[config.mk]
export PLATFORM = sky130hd
export DESIGN_NAME = pmtid_regs
export DESIGN_NICKNAME = d
export VERILOG_FILES = /design/src/shared/pmtid_pkg.sv /design/src/verilog/pmtid_regs.sv /design/src/verilog/pmtid_linear_hold.sv
export SDC_FILE = /design/constraint.sdc
export NUM_CORES = 1
export LEC_CHECK = 0
export ABC_AREA = 1
export BUFFER_PORTS_ARGS = -buffer_cell sky130_fd_sc_hd__buf_2
export CORE_AREA = 2 2 110 112
export DETAILED_ROUTE_END_ITERATION = 10
export DIE_AREA = 0 0 112 114
export PLACE_DENSITY_LB_ADDON = 0.2
export SYNTH_ARGS = -nofsm -noshare
export SYNTH_HDL_FRONTEND = slang
export SYNTH_SLANG_ARGS = --single-unit
[constraint.sdc]
create_clock -name sys_clk -period 2.8 [get_ports sys_clk]
set_input_delay 0.42 -clock sys_clk [delete_from_list [all_inputs] [get_ports sys_clk]]
set_output_delay 0.42 -clock sys_clk [all_outputs]
set_load 0.1 [all_outputs]
[src/shared/pmtid_pkg.sv]
// Constants, field layouts and carrier types for the telemetry and identity command bank.
// Assumes a single clock domain; the command framing engine sits outside this bank.
`default_nettype none

package pmtid_pkg;

    ////////////////////////////////////////////////////////////////////////////////////////
    localparam logic [7:0] CMD_TEMPERATURE  = 8'h8D;
    localparam logic [7:0] CMD_OUTPUT_POWER = 8'h96;
    localparam logic [7:0] CMD_INPUT_POWER  = 8'h97;
    localparam logic [7:0] CMD_BUS_REV      = 8'h98;
    localparam logic [7:0] CMD_MAKER_ID     = 8'h99;
    localparam logic [7:0] CMD_MODEL_ID     = 8'h9A;
    localparam logic [7:0] CMD_MAKER_REV    = 8'h9B;

    ////////////////////////////////////////////////////////////////////////////////////////
    localparam int EXP_MSB      = 15;
    localparam int EXP_LSB      = 11;
    localparam int MANT_MSB     = 10;
    localparam int MANT_LSB     = 0;
    localparam int EXP_WIDTH    = 5;
    localparam int MANT_WIDTH   = 11;
    localparam int HIGH_MSB     = 15;
    localparam int HIGH_LSB     = 8;
    localparam int REV_FLD_MSB  = 11;
    localparam int REV_FLD_LSB  = 8;
    localparam int REV_HIGH_MSB = 15;
    localparam int REV_HIGH_LSB = 12;

    ////////////////////////////////////////////////////////////////////////////////////////
    localparam logic [7:0] BUS_SPEC_REV_BYTE   = 8'h11;
    localparam logic [7:0] MAKER_CODE_FIXED    = 8'h01;
    localparam logic [7:0] MODEL_CODE_FIXED    = 8'h01;
    localparam logic [3:0] REV_CODE_FIXED_HIGH = 4'h0;
    localparam logic [7:0] REV_CODE_FIXED_LOW  = 8'h01;

    // Byte counts of the answers and of a legal block write; telemetry channel count and indices.
    localparam logic [1:0] BYTES_ONE = 2'h1;
    localparam logic [1:0] BYTES_TWO = 2'h2;
    localparam int         TELEM_CHANNELS = 3;
    localparam int         CH_TEMP  = 0;
    localparam int         CH_POUT  = 1;
    localparam int         CH_PIN   = 2;

    ////////////////////////////////////////////////////////////////////////////////////////
    typedef struct packed {
        logic [EXP_WIDTH-1:0]  exponent;
        logic [MANT_WIDTH-1:0] mantissa;
    } pmtid_linear_t;

    typedef struct packed {
        logic [7:0]  code;
        logic        isWrite;
        logic [1:0]  byteCount;
        logic [15:0] data;
    } pmtid_cmd_t;

    typedef struct packed {
        logic [15:0] data;
        logic [1:0]  byteCount;
        logic        nack;
    } pmtid_rsp_t;

    typedef struct packed {
        logic [7:0] makerCodeWritable;
        logic [7:0] modelCodeWritable;
        logic [3:0] revCodeWritable;
    } pmtid_nvm_t;

endpackage

`default_nettype wire

[src/verilog/pmtid_regs.sv]
// Command bank for temperature, power telemetry, bus revision and identity codes.
// Assumes an outside framing engine that decodes bus transactions into one command per
// strobe, and an outside storage engine that loads and keeps the writable identity fields.
//
// Functional notes
// - exponent is five bits, bits 15 to 11
// - mantissa is eleven bits, bits 10 to 0
// - temperature command returns degrees Celsius, read-only
// - output power command returns watts, read-only
// - input power command returns watts, read-only
// - bus revision returns fixed byte 11h
// - maker code high byte writable, kept stored
// - model code high byte writable, kept stored
// - revision field bits 11:8 writable, stored
`default_nettype none

module pmtid_regs
    import pmtid_pkg::*;
#(
    parameter logic [7:0] MAKER_CODE_DEFAULT = 8'h5A,
    parameter logic [7:0] MODEL_CODE_DEFAULT = 8'h3C,
    parameter logic [3:0] REV_CODE_DEFAULT   = 4'h1
)
(
    input  wire logic                     sys_clk,
    input  wire logic                     rst,
    input  wire logic [2:0]               sampleValid,
    input  wire pmtid_pkg::pmtid_linear_t sampleTemp,
    input  wire pmtid_pkg::pmtid_linear_t sampleOutPower,
    input  wire pmtid_pkg::pmtid_linear_t sampleInPower,
    input  wire logic                     cmdValid,
    input  wire pmtid_pkg::pmtid_cmd_t    cmdIn,
    output pmtid_pkg::pmtid_rsp_t         rspOut,
    output logic                          rspValid,
    input  wire logic                     nvmLoadValid,
    input  wire pmtid_pkg::pmtid_nvm_t    nvmLoadImage,
    output pmtid_pkg::pmtid_nvm_t         nvmStoreImage,
    output logic                          nvmStoreReq,
    output logic                          revRewritten
);
    import pmtid_pkg::*;

    ////////////////////////////////////////////////////////////////////////////////////////
    // Telemetry holding words.
    pmtid_linear_t samples [TELEM_CHANNELS];
    logic [15:0]   telemWord [TELEM_CHANNELS];

    assign samples[CH_TEMP] = sampleTemp;
    assign samples[CH_POUT] = sampleOutPower;
    assign samples[CH_PIN]  = sampleInPower;

    // One holding register per measured quantity, each loaded by its own strobe.
    genvar ch;
    generate
        for (ch = 0; ch < TELEM_CHANNELS; ch++) begin : g_telem
            pmtid_linear_hold pmtid_linear_hold_inst (
                .sys_clk     (sys_clk),
                .rst         (rst),
                .sampleValid (sampleValid[ch]),
                .sampleIn    (samples[ch]),
                .linearWord  (telemWord[ch])
            );
        end
    endgenerate

    ////////////////////////////////////////////////////////////////////////////////////////
    // Writable identity fields.
    logic [7:0]  makerCodeWritable_ff;
    logic [7:0]  modelCodeWritable_ff;
    logic [3:0]  revCodeWritable_ff;
    logic        revWritten_ff;
    logic        revRewritten_ff;
    pmtid_nvm_t  storeImage_ff;
    logic        storeReq_ff;
    pmtid_rsp_t  rsp_ff;
    logic        rspValid_ff;

    logic        isWrite;
    logic        wrOk;
    logic        wrMaker;
    logic        wrModel;
    logic        wrRev;
    logic        wrAny;
    logic [7:0]  nxt_makerCodeWritable;
    logic [7:0]  nxt_modelCodeWritable;
    logic [3:0]  nxt_revCodeWritable;
    logic [15:0] nxt_rspData;
    logic [1:0]  nxt_rspBytes;
    logic        nxt_rspNack;

    // Full 16-bit identity words as seen by a read.
    function automatic logic [15:0] id_word(input logic [7:0] high, input logic [7:0] low);
        id_word = {high, low};
    endfunction

    function automatic logic [15:0] rev_word(input logic [3:0] field);
        rev_word = {REV_CODE_FIXED_HIGH, field, REV_CODE_FIXED_LOW};
    endfunction

    // Byte that a block write hands to an eight-bit identity field.
    function automatic logic [7:0] write_high(input logic [15:0] data);
        write_high = data[HIGH_MSB:HIGH_LSB];
    endfunction

    // Nibble that a block write hands to the revision field.
    function automatic logic [3:0] write_rev(input logic [15:0] data);
        write_rev = data[REV_FLD_MSB:REV_FLD_LSB];
    endfunction

    // Codes whose writable field a block write may change.
    function automatic logic is_identity(input logic [7:0] code);
        is_identity = (code == CMD_MAKER_ID) | (code == CMD_MODEL_ID)
                    | (code == CMD_MAKER_REV);
    endfunction

    ////////////////////////////////////////////////////////////////////////////////////////
    // A block write carries two bytes; only the high byte, or its bits 11:8 for the revision field, reaches storage.
    assign isWrite = cmdValid & cmdIn.isWrite;
    assign wrOk    = isWrite & (cmdIn.byteCount == BYTES_TWO) & is_identity(cmdIn.code);
    assign wrMaker = wrOk & (cmdIn.code == CMD_MAKER_ID);
    assign wrModel = wrOk & (cmdIn.code == CMD_MODEL_ID);
    assign wrRev   = wrOk & (cmdIn.code == CMD_MAKER_REV);
    assign wrAny   = wrMaker | wrModel | wrRev;

    // Next field values. A storage load replaces the reset defaults, and a host write in
    // the same cycle wins over the load. The store image is taken from these values so
    // that it matches what a read returns until the next storage load.
    always_comb begin
        nxt_makerCodeWritable = makerCodeWritable_ff;
        if (wrMaker) begin
            nxt_makerCodeWritable = write_high(cmdIn.data);
        end else if (nvmLoadValid) begin
            nxt_makerCodeWritable = nvmLoadImage.makerCodeWritable;
        end
    end

    always_comb begin
        nxt_modelCodeWritable = modelCodeWritable_ff;
        if (wrModel) begin
            nxt_modelCodeWritable = write_high(cmdIn.data);
        end else if (nvmLoadValid) begin
            nxt_modelCodeWritable = nvmLoadImage.modelCodeWritable;
        end
    end

    always_comb begin
        nxt_revCodeWritable = revCodeWritable_ff;
        if (wrRev) begin
            nxt_revCodeWritable = write_rev(cmdIn.data);
        end else if (nvmLoadValid) begin
            nxt_revCodeWritable = nvmLoadImage.revCodeWritable;
        end
    end

    // Identity fields start from the defaults until storage loads them.
    always_ff @(posedge sys_clk) begin
        if (rst) begin
            makerCodeWritable_ff <= MAKER_CODE_DEFAULT;
        end else begin
            makerCodeWritable_ff <= nxt_makerCodeWritable;
        end
    end

    always_ff @(posedge sys_clk) begin
        if (rst) begin
            modelCodeWritable_ff <= MODEL_CODE_DEFAULT;
        end else begin
            modelCodeWritable_ff <= nxt_modelCodeWritable;
        end
    end

    always_ff @(posedge sys_clk) begin
        if (rst) begin
            revCodeWritable_ff <= REV_CODE_DEFAULT;
        end else begin
            revCodeWritable_ff <= nxt_revCodeWritable;
        end
    end

    // Software is expected to set the revision field once; a second write is flagged.
    always_ff @(posedge sys_clk) begin
        if (rst) begin
            revWritten_ff <= 1'b0;
        end else if (wrRev) begin
            revWritten_ff <= 1'b1;
        end
    end

    // The flag only observes a repeated write; the write itself is still taken.
    always_ff @(posedge sys_clk) begin
        if (rst) begin
            revRewritten_ff <= 1'b0;
        end else if (wrRev & revWritten_ff) begin
            revRewritten_ff <= 1'b1;
        end
    end

    ////////////////////////////////////////////////////////////////////////////////////////
    // Every accepted identity write hands the complete image to the storage engine.
    always_ff @(posedge sys_clk) begin
        if (rst) begin
            storeReq_ff <= 1'b0;
        end else begin
            storeReq_ff <= wrAny;
        end
    end

    always_ff @(posedge sys_clk) begin
        if (rst) begin
            storeImage_ff <= '0;
        end else if (wrAny) begin
            storeImage_ff.makerCodeWritable <= nxt_makerCodeWritable;
            storeImage_ff.modelCodeWritable <= nxt_modelCodeWritable;
            storeImage_ff.revCodeWritable   <= nxt_revCodeWritable;
        end
    end

    ////////////////////////////////////////////////////////////////////////////////////////
    // Answer decode. Writes to read-only or unknown codes, and malformed writes, are refused.
    always_comb begin
        nxt_rspData  = 16'h0000;
        nxt_rspBytes = BYTES_TWO;
        nxt_rspNack  = 1'b0;
        case (cmdIn.code)
            CMD_TEMPERATURE: begin
                nxt_rspData = telemWord[CH_TEMP];
                nxt_rspNack = cmdIn.isWrite;
            end
            CMD_OUTPUT_POWER: begin
                nxt_rspData = telemWord[CH_POUT];
                nxt_rspNack = cmdIn.isWrite;
            end
            CMD_INPUT_POWER: begin
                nxt_rspData = telemWord[CH_PIN];
                nxt_rspNack = cmdIn.isWrite;
            end
            CMD_BUS_REV: begin
                nxt_rspData  = {8'h00, BUS_SPEC_REV_BYTE};
                nxt_rspBytes = BYTES_ONE;
                nxt_rspNack  = cmdIn.isWrite;
            end
            CMD_MAKER_ID: begin
                nxt_rspData = id_word(makerCodeWritable_ff, MAKER_CODE_FIXED);
                nxt_rspNack = cmdIn.isWrite & ~wrOk;
            end
            CMD_MODEL_ID: begin
                nxt_rspData = id_word(modelCodeWritable_ff, MODEL_CODE_FIXED);
                nxt_rspNack = cmdIn.isWrite & ~wrOk;
            end
            CMD_MAKER_REV: begin
                nxt_rspData = rev_word(revCodeWritable_ff);
                nxt_rspNack = cmdIn.isWrite & ~wrOk;
            end
            default: begin
                // Unknown codes are refused and carry no data.
                nxt_rspBytes = 2'h0;
                nxt_rspNack  = 1'b1;
            end
        endcase
        // A write is answered with an acknowledge or a refusal only, never with data.
        if (cmdIn.isWrite) begin
            nxt_rspData  = 16'h0000;
            nxt_rspBytes = 2'h0;
        end
    end

    // One answer pulse follows every command, refused or not.
    always_ff @(posedge sys_clk) begin
        if (rst) begin
            rspValid_ff <= 1'b0;
        end else begin
            rspValid_ff <= cmdValid;
        end
    end

    // The answer word holds until the next command, so a slow reader still sees it.
    always_ff @(posedge sys_clk) begin
        if (rst) begin
            rsp_ff <= '0;
        end else if (cmdValid) begin
            rsp_ff.data      <= nxt_rspData;
            rsp_ff.byteCount <= nxt_rspBytes;
            rsp_ff.nack      <= nxt_rspNack;
        end
    end

    ////////////////////////////////////////////////////////////////////////////////////////
    // Every output comes straight from a flip-flop.
    assign rspOut        = rsp_ff;
    assign rspValid      = rspValid_ff;
    assign nvmStoreImage = storeImage_ff;
    assign nvmStoreReq   = storeReq_ff;
    assign revRewritten  = revRewritten_ff;

endmodule

`default_nettype wire

[src/verilog/pmtid_linear_hold.sv]
// Holds the latest linear-format reading of one measured quantity.
// Assumes the measurement datapath is on the same clock and strobes each new sample.
`default_nettype none

module pmtid_linear_hold
    import pmtid_pkg::*;
(
    input  wire logic                     sys_clk,
    input  wire logic                     rst,
    input  wire logic                     sampleValid,
    input  wire pmtid_pkg::pmtid_linear_t sampleIn,
    output logic [15:0]                   linearWord
);
    import pmtid_pkg::*;

    logic [15:0] word_ff;

    ////////////////////////////////////////////////////////////////////////////////////////
    // Exponent and mantissa keep their two's complement codes unchanged, so the value read
    // back is exactly mantissa times two to the exponent.
    always_ff @(posedge sys_clk) begin
        if (rst) begin
            word_ff <= 16'h0000;
        end else if (sampleValid) begin
            word_ff[EXP_MSB:EXP_LSB]   <= sampleIn.exponent;
            word_ff[MANT_MSB:MANT_LSB] <= sampleIn.mantissa;
        end
    end

    assign linearWord = word_ff;

endmodule

`default_nettype wire

Yosys cells after proc, flatten, opt, wreduce, memory -nomap -nowiden. Cells that the tools add are included.

Logic and storage cells: 51. Output and inout port bits: 42. Input port bits: 102. Bits in registers: 111.

Eq/ne operators: 8. Mux-type cells: 11. Reduce and logical (&&, ||, !) cells: 3. Bitwise logic cells: 13.

Operators by type and width (count): $pmux 16 s7 (1); $eq 8x8->1 const B (7); $mux 8 (4); $mux 16 (1); $and 1x1->1 (8); $mux 4 (2); $reduce_or 6->1 (1); $or 1x1->1 (4); $pmux 2 s2 (1); $reduce_or 4->1 (1); $reduce_or 3->1 (1); $eq 2x2->1 const B (1); $mux 2 (1); $pmux 1 s2 (1); $not 1->1 (1).

Logic depth before layout (Yosys ltp). Gate-level depths: netlist (run 1).

Word-level depth: 7. Mapped depth: 11. Mapped depth without buffers: 10.

Hierarchy. Synthesis (run 1) repeated with hierarchy kept, for this count alone.

Cells, all modules: 809. Area, all modules: 5482.8 um^2.

By module, submodules not included: pmtid_regs (area each 3470.8 um^2, cells each 506, instances 1); pmtid_linear_hold (area each 670.6 um^2, cells each 101, instances 3).

Worst setup path before layout (run 1). Ideal clock, no wire load.

Path type: input -> register. Start: input port cmdIn[25] (netlist name). End: register storeImage_ff (netlist bit nvmStoreImage[12]). Setup slack: 1326 ps. Stages: 11. Arrival time: 1365 ps. Path buffers: 1. Cells stage by stage: inv_1 nand2_4 nor2_8 nand2_4 nor2_8 inv_2 buf_6 nand2_1 nand3_1 nand2_1 inv_1.

Cells in the longest elaborated chain, start to end: 7. Elaborated cells on any way between the ends: 12. Those cells by class: eq/ne (3); mux (1); bitwise (8).

Ends and longest elaborated chain: start: declaration (RTL line pmtid_regs.sv:32) `input wire pmtid_pkg::pmtid_cmd_t cmdIn,`; $eq 8x8->1, on equally long branches (RTL line pmtid_regs.sv:112, pmtid_regs.sv:120, pmtid_regs.sv:121); $or 1x1->1 (RTL line pmtid_regs.sv:112) `is_identity = (code == CMD_MAKER_ID) | (code == CMD_MODEL_ID)`; $or 1x1->1 (RTL line pmtid_regs.sv:113) `| (code == CMD_MAKER_REV);`; $and 1x1->1 (RTL line pmtid_regs.sv:119) `assign wrOk = isWrite & (cmdIn.byteCount == BYTES_TWO) & is_identity(cmdIn.code);`; $and 1x1->1, on equally long branches (RTL line pmtid_regs.sv:120, pmtid_regs.sv:121); $or 1x1->1 (2 in a row) (RTL line pmtid_regs.sv:123) `assign wrAny = wrMaker | wrModel | wrRev;`; end: declaration (RTL line pmtid_regs.sv:73) `pmtid_nvm_t storeImage_ff;`.

Several ways; a longest one is shown, not always the timed one. A chain may end at the register's enable or synchronous reset.

Worst setup path after layout (run 1).
Start: input port cmdIn[25] (netlist name). End: register rsp_ff (netlist bit rspOut[7]).

Cells in the longest elaborated chain, start to end: 3. Elaborated cells on any way between the ends: 9. Those cells by class: eq/ne (7); mux (2).

Ends and longest elaborated chain: $eq 8x8->1 (RTL line pmtid_regs.sv:224) `case (cmdIn.code)`; $pmux 16 s7 (*) (RTL line pmtid_regs.sv:224); $mux 16 (*) (RTL line pmtid_regs.sv:261) `if (cmdIn.isWrite) begin`; end: declaration (RTL line pmtid_regs.sv:75) `pmtid_rsp_t rsp_ff;`.

Every way passes the cells marked *; elsewhere a longest branch is shown, timed or not.

==> results of run 1 <==
## worst paths after layout
kind                                                     end  slack (ns)  depth (start not counted)                    start
max                                                rspOut[7]        1.02                         12                cmdIn[25]
min          g_telem[2].pmtid_linear_hold_inst.linearWord[4]        0.29                          3         sampleInPower[4]
max reg2reg                                       rspOut[17]        1.76                          4  modelCodeWritable_ff[6]
min reg2reg                                         register        0.46                          2                 register
## placed cells by master (no fill, tap or decap), drive strengths merged
master | synthesis | layout
nor3 | 1 | 1
o21ai | 81 | 81
nand4 | 3 | 3
clkinvlp | 0 | 1
and2 | 1 | 1
o21bai | 4 | 4
mux2i | 4 | 4
a21oi | 34 | 34
bufinv | 0 | 1
inv | 52 | 53
dfxtp | 111 | 111
o21a | 12 | 12
clkbuf | 20 | 11
mux2 | 8 | 8
nand3 | 88 | 88
nor2 | 130 | 130
o211ai | 4 | 4
nand2 | 114 | 114
clkinv | 0 | 2
diode | 0 | 1
buf | 20 | 143
## worst reg2reg max path: cells and delay by family (launching register included)
| family | cells | cell delay [ns] |
|---|---|---|
| AOI/OAI and AO/OA | 3 | 0.61 |
| DFF | 1 | 0.31 |
| buffers and inverters | 1 | 0.04 |
## per-stage QoR
step	utilization	hold WS, ns	cell area [um2]
2_1_floorplan	-	0.434	5100
6_report	0.523	0.290	6120
3_5_place_dp	0.496	0.453	5800
4_1_cts	0.523	0.284	6120
5_1_grt	0.523	0.289	6120
3_3_place_gp	0.496	0.442	5800
## registers in the layout, indices dropped and copies added, names as in the netlist
name / count
rspOut: 19
g_telem.pmtid_linear_hold_inst.linearWord: 48
nvmStoreReq: 1
modelCodeWritable_ff: 8
rspValid: 1
revRewritten: 1
makerCodeWritable_ff: 8
revWritten_ff: 1
revCodeWritable_ff: 4
nvmStoreImage: 20
## layer usage
metal,global-route usage,routed length [um],vias up
met5,0,8,-
met4,0.100,464,2
met1,0.312,6660,2183
met2,0.309,5710,169
met3,0.0478,959,32
li1,-,-,2479
## layout make-up
class,instances,area (um2),share of cell area
multi-input combinational,484,2450,0.400
inverter,52,198,0.0323
clock inverter,5,63.8,0.0104
antenna,1,2.50,0.000409
tap,147,184,0.0300
clock buffer,11,253,0.0413
sequential,111,2220,0.363
timing repair buffer,143,748,0.122
## cells by family (layout without fill, tap and decap cells)
family,Yosys count,in the layout,share of synthesized area
other,0,1,0
flip-flops,111,111,0.436
AO/OA/AOI/OAI,135,135,0.150
buffers and inverters,92,211,0.0841
AND/OR/NAND/NOR,337,337,0.305
multiplexers,12,12,0.0255
## power groups by stage
stage	registers (mW)	clock network (mW)	logic, mW
6_report	1.68	1.35	0.319
2_1_floorplan	1.72	0	0.184
4_1_cts	1.68	1.37	0.319
3_5_place_dp	1.71	0	0.317
5_1_grt	1.68	1.44	0.360
3_3_place_gp	1.71	0	0.310
==> impl_metrics.ini, run 1 <==
[sta]
fmax_mhz = 561
rsz0062_at_grt = false
finalCritPeriodShare = 0.636
maxSlewViolCount = 0
max_slew.worst_pin.slew_ns = 0.713
fin_skew_ns = 0.00683
fin_crit_ns = 1.78
worst_slack_ns = 1.02
final-setup-viol-count = 0
hold_viol_final = 0
maxSlewHeadroom = 0.524
finalSetupTns_ns = 0

[synthesis]
synth_flop_cell = dfxtp_1
yosysTopAreaCell = dfxtp_1
synth_edf_count = 0
synthArstFlopShare = 0
ys_ff_latch = 111
synth_top_cell_area_share = 0.436
netlist_top_cells_area = dfxtp_1 44%, nor2_1 8.8%, nand3_1 8.5%
avgSynthCellArea_um2 = 7.43
yosysMostFrequentCell = nor2_1
yosys_warnings = 0
synthTopCellsByCount = 119 x nor2_1, 111 x dfxtp_1, 95 x nand2_1
ys_seq_area_frac = 0.436
synth_cell_types = 34
synth_area_um2 = 5100
syn_nets = 789
syn_inst = 687

[final_layout]
layout-drive-gt1-share = 0.268
layout.nets = 903
fin_cells = 954
syn_to_final_growth_pct = 20.0
num-fill-cells = 1184

[global_route]
grt_max_degree = 80
antenna_found_initial = 2
first_global_vias = 4600
grt_pass1_wl_um = 22200
overflow = 0
globalRouteTotalUtil = 0.217

[routing]
remaining_drc_errors = 0
drtIter0Drc = 381
vias = 4865
wl_per_cell_um = 14.5
vias_per_cell = 5.10
routed_wl_um = 13800
drt_pass1_iterations = 5
drtAntennaViolNets = 0

[die]
io_pins = 144
fp.dieW_um = 112
fp.dieH_um = 114
initial_utilization = 0.436
row_count = 40
die_area_um2 = 12800
core_um2 = 11700

[power_and_ir_drop]
power_mw = 3.35
p_leak_nw = 3.02
p_int_mw = 2.51
vdd_drop_max_uv = 356
clkPwrFrac = 0.404
switchingPower_mw = 0.833
p_per_area_nw_per_um2 = 547
pwr-share-seq = 0.501
swShare = 0.249
power_frac_comb = 0.095

[clock_tree]
clk_pin_slew_ns = 0.07
cts.sinks = 111
cts_resized = 0
cts_tree = done
worstSkewPairLatency_ns = 0.35
clock-root-buffer = clkbuf_16
numCtsBuffers = 9
post_cts_buffers = 0
ctsHoldBuffers = 0
htreeDepth = 3
cts_buffer_depth = 2

[outcome]
status = finished clean

[placement]
gp_congestion = 0.886
numPortBuffers = 135
dpl_worst_slack_ns = 0.647
dpl.hpwl_um = 10100
dp.cells = 937

[critical_path]
endpoint_kind = register
crit_path_start_kind = primary input
worstSetupPathType = in2reg
cp_data_required_time_ns = 3.09
slowest_stage = nor2_1
crit_top_cell = nand2_1
cp_top_family = simple AND/OR/NAND/NOR gates
critical_path.max_fanout = 7
crit_path_cell_trace = buf_2 > inv_1 > nand2_4 > nor2_1 > buf_4 > and2_1 > nand2_1 > nand3_1 > nand2_1 > nand3_1 > nand2_1 > inv_1
arrival_ns = 2.07
critPathBufInv = 4
critPathMaxStageDelay_ns = 0.39

[flow_run]
cap_violations = 0

[worst_hold_path]
min_path_type = in2reg
(Power assumes the default switching activity.)
==> run 2: changes to the inputs <==
clock period = 1.7 ns   (was 2.8 ns; I/O delays follow)
==> impl_metrics.ini, run 2 (synthesized netlist as in run 1, its figures left out) <==
[routing]
vias = 4901
wl_per_cell_um = 14.3
drtAntennaViolNets = 0
remaining_drc_errors = 0
routed_wl_um = 13800
vias_per_cell = 5.07
drt_pass1_iterations = 5
drtIter0Drc = 331

[critical_path]
worstReg2RegStart = modelCodeWritable_ff[6]
reg2regPathDepth = 4
cp_top_family = buffers and inverters
cp-endpoint = nvmStoreImage[3]
regToRegSetupSlack_ns = 0.64
critPathBufInv = 1
slowest_stage = buf_2
critPathMaxStageDelay_ns = 0.44
critical_path.max_fanout = 2
endpoint_kind = primary output
crit_path_cell_trace = buf_2
startpoint = nvmStoreImage[3]
reg2reg_to = rspOut[17]
worstSetupPathType = reg2out
arrival_ns = 1.15
crit_path_start_kind = register
crit_cells = 1
cp_data_required_time_ns = 1.44

[clock_tree]
post_cts_buffers = 0
numCtsBuffers = 9
cts_tree = done
clock-root-buffer = clkbuf_16
ctsHoldBuffers = 0
cts_resized = 0
htreeDepth = 3
cts.sinks = 111
cts_buffer_depth = 2
worstSkewPairLatency_ns = 0.35
clk_pin_slew_ns = 0.07

[global_route]
grt_pass1_wl_um = 22200
overflow = 0
globalRouteTotalUtil = 0.217
grt_max_degree = 80
first_global_vias = 4608
antenna_found_initial = 2

[die]
io_pins = 144
fp.dieW_um = 112
core_um2 = 11700
fp.dieH_um = 114
die_area_um2 = 12800
initial_utilization = 0.436
row_count = 40

[sta]
maxSlewViolCount = 0
finalCritPeriodShare = 0.826
max_slew.worst_pin.slew_ns = 0.495
maxSlewHeadroom = 0.672
fmax_mhz = 712
hold_viol_final = 0
fin_skew_ns = 0.00580
final-setup-viol-count = 0
fin_crit_ns = 1.40
holdWs_ns = 0.125
rsz0062_at_grt = false
finalSetupTns_ns = 0

[placement]
numPortBuffers = 135
dpl.hpwl_um = 10200
dpl-instance-area_um2 = 5930
gp_congestion = 0.900

[final_layout]
num-fill-cells = 1190
layout-drive-gt1-share = 0.280
largest_register_ffs = 48
layout_common_cells = 135 x buf_2, 119 x nor2_1, 111 x dfxtp_1, 95 x nand2_1, 87 x nand3_1
fin_area_um2 = 6220
layout.cells.most_common = buf_2
layout.nets = 917
syn_to_final_growth_pct = 21.9

[power_and_ir_drop]
p_per_area_nw_per_um2 = 867
p_leak_nw = 3.09
vdd_drop_max_uv = 523

[worst_hold_path]
min_path_type = in2reg

[outcome]
status = finished clean

[flow_run]
cap_violations = 0
==> run 2: cell types whose count changed in the layout (fill, tap and decap cells not counted), sizes merged <==
cell / before / now
buf: 143 / 157
clkbuf: 11 / 9
clkinv: 2 / 4
inv: 53 / 52
==> run 2: stage by stage <==
stage / setup slack [ns] / total power [mW] / std cells / utilization
detailed placement: 0.0641 / 3.36 / 951 / 0.507
finish: 0.296 / 5.40 / 967 / 0.531
floorplan: 0.319 / 3.13 / 687 / -
global route: 0.266 / 5.62 / 967 / 0.531
global placement: 0.0787 / 3.35 / 951 / 0.507
CTS: 0.287 / 5.42 / 966 / 0.531
==> run 2: worst min-delay path by stage <==
stage | from | depth (start not counted) | end | slack (ns)
floorplan | sampleTemp[0] | 2 | g_telem[0].pmtid_linear_hold_inst.linearWord[0] | 0.39
global placement | revRewritten | 2 | revRewritten | 0.45
detailed placement | rspOut[17] | 2 | rspOut[17] | 0.45
CTS | sampleInPower[6] | 3 | g_telem[2].pmtid_linear_hold_inst.linearWord[6] | 0.12
global route | sampleInPower[15] | 3 | register | 0.13
finish | sampleInPower[6] | 3 | g_telem[2].pmtid_linear_hold_inst.linearWord[6] | 0.12
==> run 2: cell type report <==
class,instances,area (um2),area share
clock inverter,6,61.3,0.00985
antenna,1,2.50,0.000402
timing repair buffer,157,878,0.141
sequential,111,2220,0.357
clock buffer,9,225,0.0362
tap,147,184,0.0296
multi-input combinational,484,2450,0.394
inverter,52,198,0.0318
==> run 2: per-layer routing <==
| metal | part of all wire | track usage | up-vias |
|---|---|---|---|
| met4 | 0.026 | 0.0959 | 2 |
| li1 | - | - | 2501 |
| met3 | 0.056 | 0.0340 | 24 |
| met2 | 0.42 | 0.317 | 153 |
| met1 | 0.50 | 0.317 | 2221 |
| met5 | 0.00080 | 0 | - |
==> run 2: power by group <==
group / internal, mW / switching (mW) / leakage, nW / total (mW)
registers: 2.71 / 0.0532 / 0.912 / 2.76
clock network: 1.13 / 0.955 / 0.141 / 2.09
logic: 0.211 / 0.334 / 2.04 / 0.545
==> run 3: changes to the inputs <==
ABC_AREA = 0   (was 1)
CORE_AREA = 2 2 107 109   (was 2 2 110 112)
DIE_AREA = 0 0 109 111   (was 0 0 112 114)
clock period = 1.3 ns   (was 1.7 ns; I/O delays follow)
==> impl_metrics.ini, run 3 <==
[worst_hold_path]
min_path_type = in2reg
hp-start = sampleTemp[13]
whs_path_depth = 3

[final_layout]
largest_register_ffs = 48
antenna_cells = 0
layout-drive-gt1-share = 0.369
layout.cells.most_common = dfxtp_1
layout.nets = 749
fin_area_um2 = 6620
layout_common_cells = 109 x dfxtp_1, 94 x buf_2, 71 x nor2_1, 70 x mux2i_1, 53 x buf_4
fin_cells = 794
num-fill-cells = 948
syn_to_final_growth_pct = 37.5
fin_util = 0.598

[synthesis]
synth_flop_cell = dfxtp_1
syn_nets = 589
synth_top_cell_area_share = 0.461
synth_area_um2 = 4820
synth_cell_types = 43
synthTopCellsByCount = 111 x dfxtp_1, 72 x nor2_1, 70 x mux2i_1
avgSynthCellArea_um2 = 9.89
syn_inst = 487
yosysMostFrequentCell = dfxtp_1
yosys_warnings = 0
netlist_top_cells_area = dfxtp_1 46%, mux2i_1 15%, mux2_2 6.5%
synth_edf_count = 0
synthArstFlopShare = 0
yosysTopAreaCell = dfxtp_1
ys_seq_area_frac = 0.461
ys_ff_latch = 111

[routing]
wl_per_cell_um = 16.6
vias_per_cell = 5.21
routed_wl_um = 13200
vias = 4135
drt_pass1_iterations = 4
drtAntennaViolNets = 0
drtIter0Drc = 193
remaining_drc_errors = 0

[sta]
fmax_mhz = 798
maxSlewViolCount = 0
finalCritPeriodShare = 0.964
hold_viol_final = 0
final-setup-viol-count = 0
rsz0062_at_grt = false
max_slew.worst_pin.slew_ns = 0.605
maxSlewHeadroom = 0.596
holdWs_ns = 0.0826
fin_skew_ns = 0.00599
fin_crit_ns = 1.25

[global_route]
first_global_vias = 4022
grt_max_degree = 58
globalRouteTotalUtil = 0.222
grt_pass1_wl_um = 20600
antenna_found_initial = 0
overflow = 0

[critical_path]
crit_path_cell_trace = buf_2
endpoint_kind = primary output
reg2reg_to = rspOut[17]
cp_data_required_time_ns = 1.11
cp_top_family = buffers and inverters
worstSetupPathType = reg2out
arrival_ns = 1.06
reg2regPathDepth = 4
regToRegSetupSlack_ns = 0.14
slowest_stage = buf_2
critPathBufInv = 1
critPathMaxStageDelay_ns = 0.41
crit_path_start_kind = register
worstReg2RegStart = modelCodeWritable_ff[6]
critical_path.max_fanout = 1

[die]
core_um2 = 11100
initial_utilization = 0.435
die_area_um2 = 12100
row_count = 39
io_pins = 144
fp.dieW_um = 109
fp.dieH_um = 111

[clock_tree]
htreeDepth = 3
cts.sinks = 111
clk_pin_slew_ns = 0.07
clock-root-buffer = clkbuf_16
cts_buffer_depth = 2
numCtsBuffers = 9
worstSkewPairLatency_ns = 0.34
cts_tree = done

[power_and_ir_drop]
power_mw = 7.11
vdd_drop_max_uv = 603
p_per_area_nw_per_um2 = 1070
p_leak_nw = 2.92

[placement]
dpl.hpwl_um = 10300
dpl-instance-area_um2 = 6280
gp_congestion = 0.827
numPortBuffers = 135
dp.cells = 779

[flow_run]
cap_violations = 0

[outcome]
status = finished clean
==> run 3: cell types whose count changed after synthesis, sizes merged, moves of 9 or more <==
cell,previous run,this run
nand3b,0,17
a21oi,34,2
nand3,88,2
mux2,8,28
mux2i,4,70
o21ai,81,35
o21a,12,0
a211oi,0,9
nand2,114,46
nor2,130,72
a22o,0,9
inv,52,2
==> run 3: area by class of cell <==
type                       count  area, um2  area share
multi-input combinational    341       2440       0.368
sequential                   111       2220       0.336
timing repair buffer         181       1490       0.224
clock buffer                  12        236      0.0357
tap                          143        179      0.0270
clock inverter                 3       45.0     0.00680
inverter                       3       11.3     0.00170
==> run 3: per-stage QoR <==
stage	TNS [ns]	setup slack [ns]
after floorplan	-0.360	-0.0201
after global placement	-8.39	-0.201
after detailed placement	-9.52	-0.251
after CTS	0	0.00121
after global routing	0	0.00822
final	0	0.0468
==> run 3: cells by family after synthesis <==
family | after synthesis | share of synthesized area
muxes | 98 | 0.211
AOI/OAI and AO/OA | 77 | 0.111
DFF | 111 | 0.461
buffers and inverters | 35 | 0.0340
and+or+nand+nor | 166 | 0.183
==> run 3: report_power, final <==
group          total (mW)  switching [mW]  internal (mW)
Combinational       0.844           0.420          0.424
Sequential           3.61          0.0820           3.53
Clock                2.66            1.17           1.49
==> run 3: how the worst max path moves through the flow <==
stage	start	to	slack, ns	cells past startpoint
floorplan	cmdIn[21]	nvmStoreImage[11]	-0.02	5
global placement	cmdValid	rspOut[12]	-0.20	5
detailed placement	cmdValid	rspOut[12]	-0.25	5
CTS	nvmStoreImage[3]	nvmStoreImage[3]	0.001	1
global route	rspValid	rspValid	0.008	1
finish	rspValid	rspValid	0.05	1
==> run 3: layer usage <==
metal  vias up  global-route usage  share of wire
li1       2050                   -              -
met1      1950               0.292           0.44
met2       123               0.364           0.49
met3        12              0.0435          0.054
met4         0              0.0675          0.013
met5         -                   0              0
==> run 3: what timing repair did <==
action                     4_1_cts  5_1_grt
buffers inserted                 0        0
hold buffers                     0        0
gates resized for setup         15        8
setup endpoints to repair       15       14
